<file path="config.mk">
export PLATFORM = sky130hd
export DESIGN_NAME = bwtt_exec_seq
export DESIGN_NICKNAME = d
export VERILOG_FILES = /design/src/bwtt_cycle_table.v /design/src/bwtt_exec_seq.v
export VERILOG_INCLUDE_DIRS = /design/src
export SDC_FILE = /design/constraint.sdc
export NUM_CORES = 1
export LEC_CHECK = 0
export ABC_AREA = 1
export BUFFER_PORTS_ARGS = -buffer_cell sky130_fd_sc_hd__clkbuf_2
export CELL_PAD_IN_SITES_DETAIL_PLACEMENT = 1
export CELL_PAD_IN_SITES_GLOBAL_PLACEMENT = 1
export CORE_UTILIZATION = 37
export CTS_CLUSTER_SIZE = 10
export DETAILED_ROUTE_END_ITERATION = 16
export HOLD_SLACK_MARGIN = 0.02
export PLACE_DENSITY = 0.87
export SYNTH_ARGS = -nofsm -noshare
export SYNTH_HDL_FRONTEND = slang
export SYNTH_SLANG_ARGS = --single-unit
</file>
<file path="constraint.sdc">
create_clock -name CORE_CLK -period 3.1 [get_ports CORE_CLK]
set_input_delay 0 -clock CORE_CLK [delete_from_list [all_inputs] [get_ports CORE_CLK]]
set_output_delay 0 -clock CORE_CLK [all_outputs]
set_load 0.005 [all_outputs]
</file>
<file path="src/bwtt_defines.vh">
// Constants for the byte/word transfer timing block
`ifndef BWTT_DEFINES_VH
`define BWTT_DEFINES_VH
`define BWTT_REG_ROM 3'h0
`define BWTT_REG_FAST_RAM 3'h1
`define BWTT_REG_PERI_RAM 3'h2
`define BWTT_REG_SFR 3'h3
`define BWTT_REG_EXT_MEM 3'h4
`define BWTT_REG_BAD 3'h7
`define BWTT_SADDR_LO 16'hfe20
`define BWTT_SADDR_HI 16'hff1f
`define BWTT_SADDRP_HI 16'hff1e
`define BWTT_HIGH_AREA 16'hfe00
`define BWTT_OP_BYTE_XFER 4'h0
`define BWTT_OP_BYTE_SWAP 4'h1
`define BWTT_OP_WORD_LOAD 4'h2
`define BWTT_OP_WORD_STORE 4'h3
`define BWTT_OP_WORD_SWAP 4'h4
`define BWTT_OP_ALU_READ 4'h5
`define BWTT_OP_ALU_WRITE 4'h6
`define BWTT_OP_COMPARE 4'h7
`define BWTT_OP_FLAGS_IMM 4'h8
`define BWTT_OP_FLAGS_ACC 4'h9
`define BWTT_OP_STBY_WDOG 4'ha
`define BWTT_OP_SFR_XFER 4'hb
`define BWTT_ADDR_WA 2'h0
`define BWTT_ADDR_BI 2'h1
`define BWTT_ADDR_PD 2'h2
`define BWTT_ADDR_ST 2'h3
`define BWTT_RA_OP 2'h0
`define BWTT_RA_MODE 2'h1
`define BWTT_RA_ADDR 2'h2
`define BWTT_RA_STAT 2'h3
`define BWTT_RST_WAIT 4'h0
`define BWTT_FLAGS_W 5
`define BWTT_DEDICATED_CYC 8'h0d
`endif

</file>
<file path="src/bwtt_cycle_table.v">
// Cycle count lookup per form, region, fetch mode and wait count
`timescale 1ns/100ps
`include "bwtt_defines.vh"
module bwtt_cycle_table (
    input wire [3:0] op,
    input wire [1:0] amode,
    input wire [2:0] region,
    input wire fast_fetch,
    input wire [3:0] wait_cnt,
    output reg [7:0] cycles,
    output reg illegal
);
    reg [7:0] rom;
    reg [7:0] fast_ram;
    reg [7:0] peri_ram;
    reg [7:0] sfr;
    reg [7:0] ext_mem;
    reg [7:0] nbase;
    reg [7:0] nram;
    reg [2:0] wmul;
    reg no_rom;
    always @* begin
        rom = 8'h00;
        fast_ram = 8'h00;
        peri_ram = 8'h00;
        sfr = 8'h00;
        ext_mem = 8'h00;
        nbase = 8'h00;
        nram = 8'h00;
        wmul = 3'h0;
        no_rom = 1'b0;
        case (op)
            `BWTT_OP_WORD_LOAD: begin
                rom = 8'h10; fast_ram = 8'h08; peri_ram = 8'h10; sfr = 8'h0a; ext_mem = 8'h10;
                nbase = 8'h0e; nram = 8'h0e; wmul = 3'h2;
            end
            `BWTT_OP_WORD_STORE: begin
                no_rom = 1'b1;
                rom = 8'h00; fast_ram = 8'h09; peri_ram = 8'h11; sfr = 8'h0b; ext_mem = 8'h11;
                nbase = 8'h0f; nram = 8'h0f; wmul = 3'h2;
            end
            `BWTT_OP_WORD_SWAP: begin
                no_rom = 1'b1;
                rom = 8'h00; fast_ram = 8'h0d; peri_ram = 8'h1d; sfr = 8'h11; ext_mem = 8'h1d;
                nbase = 8'h19; nram = 8'h19; wmul = 3'h4;
            end
            `BWTT_OP_BYTE_SWAP: begin
                no_rom = 1'b1;
                rom = 8'h00; fast_ram = 8'h0d; peri_ram = 8'h13; sfr = 8'h11; ext_mem = 8'h13;
                nbase = 8'h11; nram = 8'h11; wmul = 3'h2;
            end
            `BWTT_OP_ALU_READ: begin
                rom = 8'h0c; fast_ram = 8'h09; peri_ram = 8'h0c; sfr = 8'h0b; ext_mem = 8'h0c;
                nbase = 8'h0b; nram = 8'h0b; wmul = 3'h1;
            end
            `BWTT_OP_ALU_WRITE: begin
                no_rom = 1'b1;
                rom = 8'h00; fast_ram = 8'h0b; peri_ram = 8'h11; sfr = 8'h0f; ext_mem = 8'h11;
                nbase = 8'h0f; nram = 8'h0f; wmul = 3'h2;
            end
            `BWTT_OP_COMPARE: begin
                rom = 8'h0b; fast_ram = 8'h08; peri_ram = 8'h0b; sfr = 8'h0a; ext_mem = 8'h0b;
                nbase = 8'h0a; nram = 8'h0a; wmul = 3'h1;
            end
            `BWTT_OP_BYTE_XFER, `BWTT_OP_FLAGS_IMM, `BWTT_OP_FLAGS_ACC, `BWTT_OP_SFR_XFER: begin
                rom = 8'h09; fast_ram = 8'h06; peri_ram = 8'h09; sfr = 8'h08; ext_mem = 8'h09;
                nbase = 8'h08; nram = 8'h08; wmul = 3'h1;
            end
            default: begin
                rom = `BWTT_DEDICATED_CYC; fast_ram = `BWTT_DEDICATED_CYC; peri_ram = `BWTT_DEDICATED_CYC;
                sfr = `BWTT_DEDICATED_CYC; ext_mem = `BWTT_DEDICATED_CYC;
                nbase = `BWTT_DEDICATED_CYC; nram = `BWTT_DEDICATED_CYC; wmul = 3'h0;
            end
        endcase
        illegal = (region == `BWTT_REG_BAD) || (no_rom && region == `BWTT_REG_ROM);
        if (fast_fetch) begin
            case (region)
                `BWTT_REG_ROM: cycles = rom;
                `BWTT_REG_FAST_RAM: cycles = fast_ram;
                `BWTT_REG_PERI_RAM: cycles = peri_ram;
                `BWTT_REG_SFR: cycles = sfr;
                default: cycles = ext_mem;
            endcase
        end else begin
            case (region)
                `BWTT_REG_FAST_RAM: cycles = fast_ram;
                `BWTT_REG_PERI_RAM: cycles = nram;
                `BWTT_REG_SFR: cycles = sfr;
                default: cycles = nbase + {1'b0, wmul[2:0] * {3'h0, wait_cnt}} ;
            endcase
        end
    end
endmodule // bwtt_cycle_table

</file>
<file path="src/bwtt_exec_seq.v">
// Execution sequencer for byte/word transfer, swap and 8-bit ALU memory forms
// How it works
// - Byte transfer copies source into destination, source unchanged.
// - Immediate or accumulator write to low flags loads all five flags.
// - Writes to interrupt control or status word block interrupt one extra instruction.
// - Standby or watchdog destination uses its own dedicated opcode.
// - Byte swap exchanges both operands, flags untouched.
// - Short direct byte FE20-FF1F; short word FE20-FF1E, even only.
// - Word operands any address below FE00, even only at FE00-FFFF.
// - Normal fetch adds wait count per ROM/external access, once, twice or four times.
// - Base-index word load 16/8/16/10/16 fast, 14+2W/8/14/10/14+2W normal.
// - Displaced word swap 13/29/17/29 fast, 25+4W external normal, no ROM.
// - Indexed byte swap 13/19 fast, 17+2W external normal, no ROM.
// - Stepping-pointer ALU read 12/9/12/11/12 fast, 11+w normal.
// - Displaced ALU memory write 11/17 fast, 15+2W normal, no ROM.
// - Compare allowed on ROM, 11/8/11/10/11 fast, 10+w normal.
// - Stepping word store 9/17/11 fast, 15+2W external normal, no ROM.
`timescale 1ns/100ps
`include "bwtt_defines.vh"
module bwtt_exec_seq #(
    parameter PERI_RAM_BASE = 16'hf000,
    parameter FAST_RAM_BASE = 16'hfe00,
    parameter SFR_BASE = 16'hff00,
    parameter ROM_TOP = 16'h7fff
) (
    input wire CORE_CLK,
    input wire SYS_RST,
    input wire CLK_EN,
    input wire [1:0] REG_ADDR,
    input wire [15:0] REG_WDATA,
    input wire REG_WR,
    input wire REG_RD,
    output reg [15:0] REG_RDATA,
    input wire START,
    input wire [7:0] SRC_DATA,
    input wire [7:0] DST_DATA,
    input wire IRQ_PENDING,
    output reg BUSY,
    output reg DONE,
    output reg ADDR_FAULT,
    output reg [7:0] DST_OUT,
    output reg [7:0] SRC_OUT,
    output reg DST_WE,
    output reg SRC_WE,
    output reg [4:0] FLAGS_LOW,
    output reg IRQ_ACK
);
    localparam ST_IDLE = 2'h0;
    localparam ST_RUN = 2'h1;
    localparam ST_DONE = 2'h2;
    reg [1:0] state_reg;
    reg [1:0] state_next;
    reg [3:0] op_reg;
    reg [1:0] amode_reg;
    reg word_reg;
    reg short_reg;
    reg icr_reg;
    reg fast_reg;
    reg [3:0] wait_reg;
    reg [15:0] addr_reg;
    reg [7:0] count_reg;
    reg [1:0] irq_hold_reg;
    reg [2:0] region;
    reg range_bad;
    wire [7:0] cycles;
    wire illegal;
    always @* begin
        range_bad = 1'b0;
        if (short_reg) begin
            range_bad = (addr_reg < `BWTT_SADDR_LO) || (addr_reg > (word_reg ? `BWTT_SADDRP_HI : `BWTT_SADDR_HI))
                || (word_reg && addr_reg[0]);
        end else if (word_reg && addr_reg >= `BWTT_HIGH_AREA && addr_reg[0]) begin
            range_bad = 1'b1;
        end
        if (range_bad) begin
            region = `BWTT_REG_BAD;
        end else if (addr_reg >= SFR_BASE) begin
            region = `BWTT_REG_SFR;
        end else if (addr_reg >= FAST_RAM_BASE) begin
            region = `BWTT_REG_FAST_RAM;
        end else if (addr_reg >= PERI_RAM_BASE) begin
            region = `BWTT_REG_PERI_RAM;
        end else if (addr_reg <= ROM_TOP) begin
            region = `BWTT_REG_ROM;
        end else begin
            region = `BWTT_REG_EXT_MEM;
        end
    end
    bwtt_cycle_table u_table (
        .op(op_reg),
        .amode(amode_reg),
        .region(region),
        .fast_fetch(fast_reg),
        .wait_cnt(wait_reg),
        .cycles(cycles),
        .illegal(illegal)
    );
    always @* begin
        state_next = state_reg;
        case (state_reg)
            ST_IDLE: if (START) state_next = ST_RUN;
            // Count is still zero in the first run cycle, so only a count of one or an illegal access ends it
            ST_RUN: if (illegal || count_reg == 8'h01) state_next = ST_DONE;
            ST_DONE: state_next = ST_IDLE;
            default: state_next = ST_IDLE;
        endcase
    end
    always @(posedge CORE_CLK or posedge SYS_RST) begin
        if (SYS_RST) begin
            state_reg <= ST_IDLE;
            op_reg <= `BWTT_OP_BYTE_XFER;
            amode_reg <= `BWTT_ADDR_WA;
            word_reg <= 1'b0;
            short_reg <= 1'b0;
            icr_reg <= 1'b0;
            fast_reg <= 1'b1;
            wait_reg <= `BWTT_RST_WAIT;
            addr_reg <= 16'h0000;
            count_reg <= 8'h00;
            irq_hold_reg <= 2'h0;
            REG_RDATA <= 16'h0000;
            BUSY <= 1'b0;
            DONE <= 1'b0;
            ADDR_FAULT <= 1'b0;
            DST_OUT <= 8'h00;
            SRC_OUT <= 8'h00;
            DST_WE <= 1'b0;
            SRC_WE <= 1'b0;
            FLAGS_LOW <= 5'h00;
            IRQ_ACK <= 1'b0;
        end else if (CLK_EN) begin
            state_reg <= state_next;
            DONE <= 1'b0;
            DST_WE <= 1'b0;
            SRC_WE <= 1'b0;
            IRQ_ACK <= 1'b0;
            if (REG_WR && state_reg == ST_IDLE) begin
                case (REG_ADDR)
                    `BWTT_RA_OP: begin
                        op_reg <= REG_WDATA[3:0];
                        amode_reg <= REG_WDATA[5:4];
                        word_reg <= REG_WDATA[6];
                        short_reg <= REG_WDATA[7];
                        icr_reg <= REG_WDATA[8];
                    end
                    `BWTT_RA_MODE: begin
                        fast_reg <= REG_WDATA[0];
                        wait_reg <= REG_WDATA[7:4];
                    end
                    `BWTT_RA_ADDR: addr_reg <= REG_WDATA;
                    default: ;
                endcase
            end
            if (REG_RD) begin
                case (REG_ADDR)
                    `BWTT_RA_OP: REG_RDATA <= {7'h00, icr_reg, short_reg, word_reg, amode_reg, op_reg};
                    `BWTT_RA_MODE: REG_RDATA <= {8'h00, wait_reg, 3'h0, fast_reg};
                    `BWTT_RA_ADDR: REG_RDATA <= addr_reg;
                    default: REG_RDATA <= {3'h0, FLAGS_LOW, 5'h00, region};
                endcase
            end else begin
                REG_RDATA <= 16'h0000;
            end
            case (state_reg)
                ST_IDLE: begin
                    if (START) begin
                        BUSY <= 1'b1;
                        ADDR_FAULT <= 1'b0;
                        count_reg <= 8'h00;
                    end else if (IRQ_PENDING && irq_hold_reg == 2'h0) begin
                        IRQ_ACK <= 1'b1;
                    end
                end
                ST_RUN: begin
                    if (count_reg == 8'h00) begin
                        count_reg <= cycles;
                    end else begin
                        count_reg <= count_reg - 8'h01;
                    end
                    if (illegal) begin
                        ADDR_FAULT <= 1'b1;
                    end
                end
                ST_DONE: begin
                    BUSY <= 1'b0;
                    DONE <= 1'b1;
                    if (!ADDR_FAULT) begin
                        case (op_reg)
                            `BWTT_OP_BYTE_SWAP, `BWTT_OP_WORD_SWAP: begin
                                DST_OUT <= SRC_DATA;
                                SRC_OUT <= DST_DATA;
                                DST_WE <= 1'b1;
                                SRC_WE <= 1'b1;
                            end
                            `BWTT_OP_FLAGS_IMM, `BWTT_OP_FLAGS_ACC: begin
                                FLAGS_LOW <= SRC_DATA[4:0];
                                DST_OUT <= SRC_DATA;
                                DST_WE <= 1'b1;
                            end
                            `BWTT_OP_ALU_READ, `BWTT_OP_COMPARE: ;
                            default: begin
                                DST_OUT <= SRC_DATA;
                                DST_WE <= 1'b1;
                            end
                        endcase
                    end
                    if (icr_reg || op_reg == `BWTT_OP_FLAGS_IMM || op_reg == `BWTT_OP_FLAGS_ACC
                        || op_reg == `BWTT_OP_STBY_WDOG) begin
                        irq_hold_reg <= 2'h1;
                    end else if (irq_hold_reg != 2'h0) begin
                        irq_hold_reg <= irq_hold_reg - 2'h1;
                    end
                end
                default: ;
            endcase
        end
    end
endmodule // bwtt_exec_seq

</file>
; ---- Word level (Yosys, flattened, before mapping)
; Cells that the tools add are included.
[classes]
n_addsub = 3
n_mul = 1
n_lt_le_gt_ge = 6
n_eq_ne = 23
mux = 43
bitwise = 2
n_reduce_logical = 44
[ops]
columns = cell, n
row1 = case mux 5 bit (7 select lines), 2
row2 = case mux 5 bit (5 select lines), 2
row3 = >= comparator 16 bit (second input constant), 3
row4 = case mux 16 bit (3 select lines), 1
row5 = 2-to-1 mux 8 bit, 3
row6 = case mux 8 bit (3 select lines), 1
row7 = AND reduction 3 bit, 7
row8 = 2-to-1 mux 1 bit, 17
row9 = == test 4 x 3 -> 1 bit (second input constant), 4
row10 = == test 4 bit (second input constant), 4
row11 = greater-than comparator 16 bit, 1
row12 = <= comparator 16 x 15 -> 1 bit (second input constant), 1
row13 = < comparator 16 bit (second input constant), 1
row14 = 2-to-1 mux 16 bit, 1
row15 = case mux 4 bit (4 select lines), 1
row16 = case mux 8 bit (2 select lines), 1
row17 = AND reduction 4 bit, 4
row18 = 2-to-1 mux 3 bit, 5
row19 = case mux 5 bit (3 select lines), 1
row20 = OR reduction 2 bit, 6
row21 = OR reduction 4 bit, 3
row22 = case mux 3 bit (3 select lines), 1
row23 = adder 5 x 7 -> 8 bit, 1
row24 = == test 4 x 2 -> 1 bit (second input constant), 2
row25 = other kinds (23), 49
[totals]
ff_bits = 85
input_bits = 41
word_cells = 143

; ---- Depth between registers and ports, before layout
[depth]
depth_word = 12
mapped_depth = 22

; ---- Modules after synthesis
; Synthesis repeated with hierarchy kept, for this count alone.
[unflattened]
hier_cells = 650
area_unflattened_um2 = 4988.5
[modules_own_cells]
columns = mod, instances, cells_each, area_per_inst_um2
row1 = bwtt_exec_seq, 1, 465, 3986.3
row2 = bwtt_cycle_table, 1, 185, 1002.2

; ---- Least setup slack after synthesis
; No wires, ideal clock.
[synth_timing]
path_type = register to register
start = reg op_reg[0]
end = reg count_reg[6]
t_arrival_ns = 3.321
path_slack_ns = -0.338
path_stages_with_launch = 23
period_less_slack_ns = 3.438
cell_sequence = dfrtp_1 > buf_2 > nor2_2 > nor2_1 > o21ai_2 > nand2_1 > inv_1 > nor2_1 > fa_1 > inv_1 > fa_1 > inv_1 > ha_1 > a21oi_1 > nand2_1 > a21o_1 > nand2_1 > nand2_1 > or2_2 > nand2_1 > o21ai_0 > nand3_1 > nand2_1
[synth_between]
elab_chain_cells = 9
[synth_lines]
columns = element, line_no
row1 = "start, declared", bwtt_exec_seq.v:53  ; reg [3:0] op_reg;
row2 = "start signal, assigned", bwtt_exec_seq.v:111  ; op_reg <= `BWTT_OP_BYTE_XFER;
row3 = "start signal, assigned", bwtt_exec_seq.v:140  ; op_reg <= REG_WDATA[3:0];
row4 = == test 4 bit (tied with other cells), bwtt_cycle_table.v:32  ; case (op)
row5 = OR reduction 6 bit (no line) / OR reduction 4 bit (equally long branches), n/a
row6 = case mux 3 bit (3 select lines), bwtt_cycle_table.v:32
row7 = multiplier 3 x 4 -> 7 bit, bwtt_cycle_table.v:89  ; default: cycles = nbase + {1'b0, wmul[2:0] * {3'h0, wait_cnt}} ;
row8 = adder 5 x 7 -> 8 bit (*), bwtt_cycle_table.v:89
row9 = case mux 8 bit (3 select lines) (*), bwtt_cycle_table.v:85  ; case (region)
row10 = 2-to-1 mux 8 bit (*), bwtt_cycle_table.v:76  ; if (fast_fetch) begin
row11 = 2-to-1 mux 8 bit (*), bwtt_exec_seq.v:175  ; if (count_reg == 8'h00) begin
row12 = case mux 8 bit (2 select lines) (*), bwtt_exec_seq.v:164  ; case (state_reg)
row13 = "end signal, assigned", bwtt_exec_seq.v:176  ; count_reg <= cycles;
row14 = "end signal, assigned", bwtt_exec_seq.v:178  ; count_reg <= count_reg - 8'h01;
row15 = "end, declared", bwtt_exec_seq.v:61  ; reg [7:0] count_reg;
; Every way passes the cells marked *; elsewhere a longest branch is shown, timed or not.
; A chain may end at the register's enable or synchronous reset.

; ---- Final worst setup path
[layout_timing]
start = reg op_reg[2]
end = reg count_reg[6]
; Same word-level chain as after synthesis.

==> results_tabular.tex <==
\begin{tabular}{lr}
\hline
Metric & Value \\
\hline
\multicolumn{2}{l}{\textbf{Place}} \\
Half-perimeter wire length after placement & approximately 12 mm \\
Buffers on Ports & 83 \\
Gpl congestion & 0.878 \\
Post-place instance area & 5680 sq um \\
Pre-CTS WS & -316 ps \\
Number of placed instances with taps included & 887 \\
\multicolumn{2}{l}{\textbf{Route}} \\
Number of search-and-repair iterations in the first detailed-routing pass & 4 \\
Detailed-route vias per instance & 5.21 \\
Number of vias after detailed routing & 4958 \\
Drc violations & 0 \\
Total Routed Length & 17.6 mm \\
Per-cell routed wire length & around 18 microns \\
Post-route antenna net violation count & 0 \\
Number of DRC markers after the initial detailed-route iteration & 179 \\
\multicolumn{2}{l}{\textbf{Clocking}} \\
Total clock buffers created by CTS & 9 \\
Post-CTS clock slew at the launch and capture registers of the worst setup and hold paths & 70 ps \\
Clock Path Buffers & 2 \\
Clock latency at the later pin of the worst-skew pair & 350 ps \\
TritonCTS clock tree & built \\
\# clock sinks & 85 \\
Cell chosen for the clock root & clkbuf\_16 \\
H-Tree Level Count & 3 \\
\multicolumn{2}{l}{\textbf{Final layout}} \\
Fraction of layout instances using a drive strength above 1 & 0.291 \\
Number of nets in the layout & approximately 840 \\
Final standard cell count with taps included and fillers excluded & 952 \\
Most common cell after layout, fill and taps aside & nand2\_1 \\
Ant diodes & 0 \\
Post-route cell area & between 6000 and 7000 sq um \\
Count of fill cells added during filler insertion & 1565 \\
Leading cell types in the layout, fill and taps excluded & nand2\_1 (166), clkbuf\_2 (83), dfrtp\_1 (81) \\
Post-synthesis to final-layout area growth & 37.7\% \\
\multicolumn{2}{l}{\textbf{STA}} \\
Setup skew after layout & 12.5 ps \\
Rel. slew slack & 0.401 \\
Hold\_ws & 43.2 ps \\
Number of endpoints with negative hold slack in the final report & 0 \\
Slew at the pin closest to its max-slew limit & 896 ps \\
Setup violation total in the final timing report & 6 \\
RSZ-0062 raised after global routing & true \\
Post-layout min period & 3440 ps \\
Pins over their slew limit & 0 \\
PnR worst setup slack & -337 ps \\
Final clock period utilization by the worst path & 1.11 \\
Final total negative setup slack & -1370 ps \\
Max frequency & 0.291 GHz \\
\multicolumn{2}{l}{\textbf{Status}} \\
Run status & complete, but fails checks \\
Violations in the final reports & negative setup slack \\
\multicolumn{2}{l}{\textbf{Global routing}} \\
Wire length of the first global-routing pass & 27.2 mm \\
Overflow left after global routing & 0 \\
Pin count of the biggest net entering global routing & about 50 \\
Via count of the first global-routing pass & 5420 \\
Number of antenna violations at the first check in global routing & 0 \\
Total routing resource utilization after global routing & 0.266 \\
\multicolumn{2}{l}{\textbf{Yosys}} \\
Cell count after synthesis & 609 \\
YS warnings & 0 \\
Number of enable flip-flop cells after synthesis & 0 \\
Average footprint of a synthesized cell & 7.89 sq um \\
Distinct cell type count after synthesis & 40 \\
Sequential area share after synthesis & 0.443 \\
Netlist area before placement & 4800 sq um \\
Post-Syn Nets & between 600 and 700 \\
Fraction of registers with async set/reset & 1.00 \\
Most instantiated flip-flop cell in the synthesis netlist & dfrtp\_1 \\
Yosys reg bits & 85 \\
\multicolumn{2}{l}{\textbf{Setup path}} \\
Startpoint kind of the worst setup timing path & flip-flop \\
Capturing element type of the critical path & flip-flop \\
CP Data Arrival Time & between 3000 and 4000 ps \\
WS Path Type & flip-flop to flip-flop \\
Required time of the critical path & $\sim$3300 ps \\
Worst-path fanout max & 4 \\
\multicolumn{2}{l}{\textbf{Floorplanning}} \\
Die area & roughly 13000 sq um \\
Standard-cell rows & 41 \\
Top-level port count & 84 \\
Initial Util & 0.381 \\
Core Region & 12600 sq um \\
Die span in x & 116 microns \\
Vert. Die Dim & 116 microns \\
\multicolumn{2}{l}{\textbf{Flow run}} \\
Max capacitance violation total & 0 \\
\multicolumn{2}{l}{\textbf{Power}} \\
Power density cells & 1020 nW/um\^{}2 \\
Lkg Pwr & 3.47 nW \\
Peak supply drop & 351 uV \\
\multicolumn{2}{l}{\textbf{Worst hold path}} \\
Hold Path Class & input port to flip-flop \\
\hline
\end{tabular}
per-stage QoR:
stage                util  power [mW]
global route        0.524        7.20
finish              0.524        6.74
detailed placement  0.450        4.90
CTS                 0.511        6.24
floorplan               -        3.73
global placement    0.450        4.66
logic make-up (layout without fill, tap and decap cells):
logic type	Yosys count	count (layout)	share of synthesized area
buffers and inverters	97	268	0.0763
DFF	85	85	0.443
xor gates and xnor gates	7	7	0.0128
AOI/OAI and AO/OA	103	103	0.120
adders and majority gates	22	22	0.0667
muxes	16	16	0.0375
and+or+nand+nor	279	279	0.244
repair_timing:
| action | CTS | global route |
|---|---|---|
| endpoints found under the setup margin | 6 | 6 |
| setup buffers | 9 | 6 |
| hold buffers | 34 | 0 |
| resized for setup | 18 | 32 |
| pin swaps | 20 | 26 |
| hold endpoints to repair | 97 | 0 |
per-layer routing:
metal / share of wire / track usage
met1: 0.39 / 0.305
met2: 0.52 / 0.484
met3: 0.041 / 0.0465
met4: 0.042 / 0.116
met5: 0 / 0
final cells by class:
type,instances,area (sq um),area share
flip-flops and latches,85,2130,0.322
clock buffers,9,225,0.0340
well taps,172,215,0.0325
repair buffers,163,1110,0.168
multi-input cells,427,2510,0.380
clock inverters,7,80.1,0.0121
inverters,89,338,0.0511
report_power, final:
group / leakage [nW] / internal [mW] / switching (mW)
Combinational: 2.23 / 1.60 / 2.11
Sequential: 1.09 / 1.52 / 0.384
Clock: 0.148 / 0.636 / 0.491
Total: 3.47 / 3.76 / 2.99
synth_stat cells, types with 6 or more instances:
cell type,n,share of area
o21ai_0,54,0.056
a21oi_1,22,0.023
nand3_1,26,0.027
dfrtp_1,84,0.44
mux2_2,16,0.037
inv_1,87,0.068
o21ai_1,7,0.0073
fa_1,6,0.025
clkbuf_1,6,0.0047
ha_1,16,0.042
nor2_1,48,0.037
nand4_1,6,0.0078
nand2_1,177,0.14
path summary, 6_finish.rpt:
| path | from | end | slack (ps) | depth (start not counted) |
|---|---|---|---|---|
| worst max register to register | op_reg[2] | count_reg[6] | -340 | 20 |
| worst min-delay path | START | IRQ_ACK | 40 | 4 |
| worst max-delay path | op_reg[2] | count_reg[6] | -340 | 20 |
| worst min register to register | DST_OUT[4] | DST_OUT[4] | 490 | 2 |
| min in group asynchronous | SYS_RST | DST_OUT[0] | 370 | 3 |
| max in group asynchronous | SYS_RST | state_reg[1] | 1890 | 4 |
critical path, stage by stage, from the launching register on:
cell,delay (ps)
dfrtp_2,450
inv_2,70
nor2_4,160
buf_6,140
nand2_4,70
nand2_4,80
nand2_2,50
fa_1,510
inv_2,50
fa_1,550
ha_1,240
nand3_1,100
nand2_2,70
a21o_1,170
nand2_1,70
nand2_2,60
or2_4,230
nand2_2,60
o21ai_2,50
nand3_1,80
nand2_1,50
(Power assumes the default switching activity.)
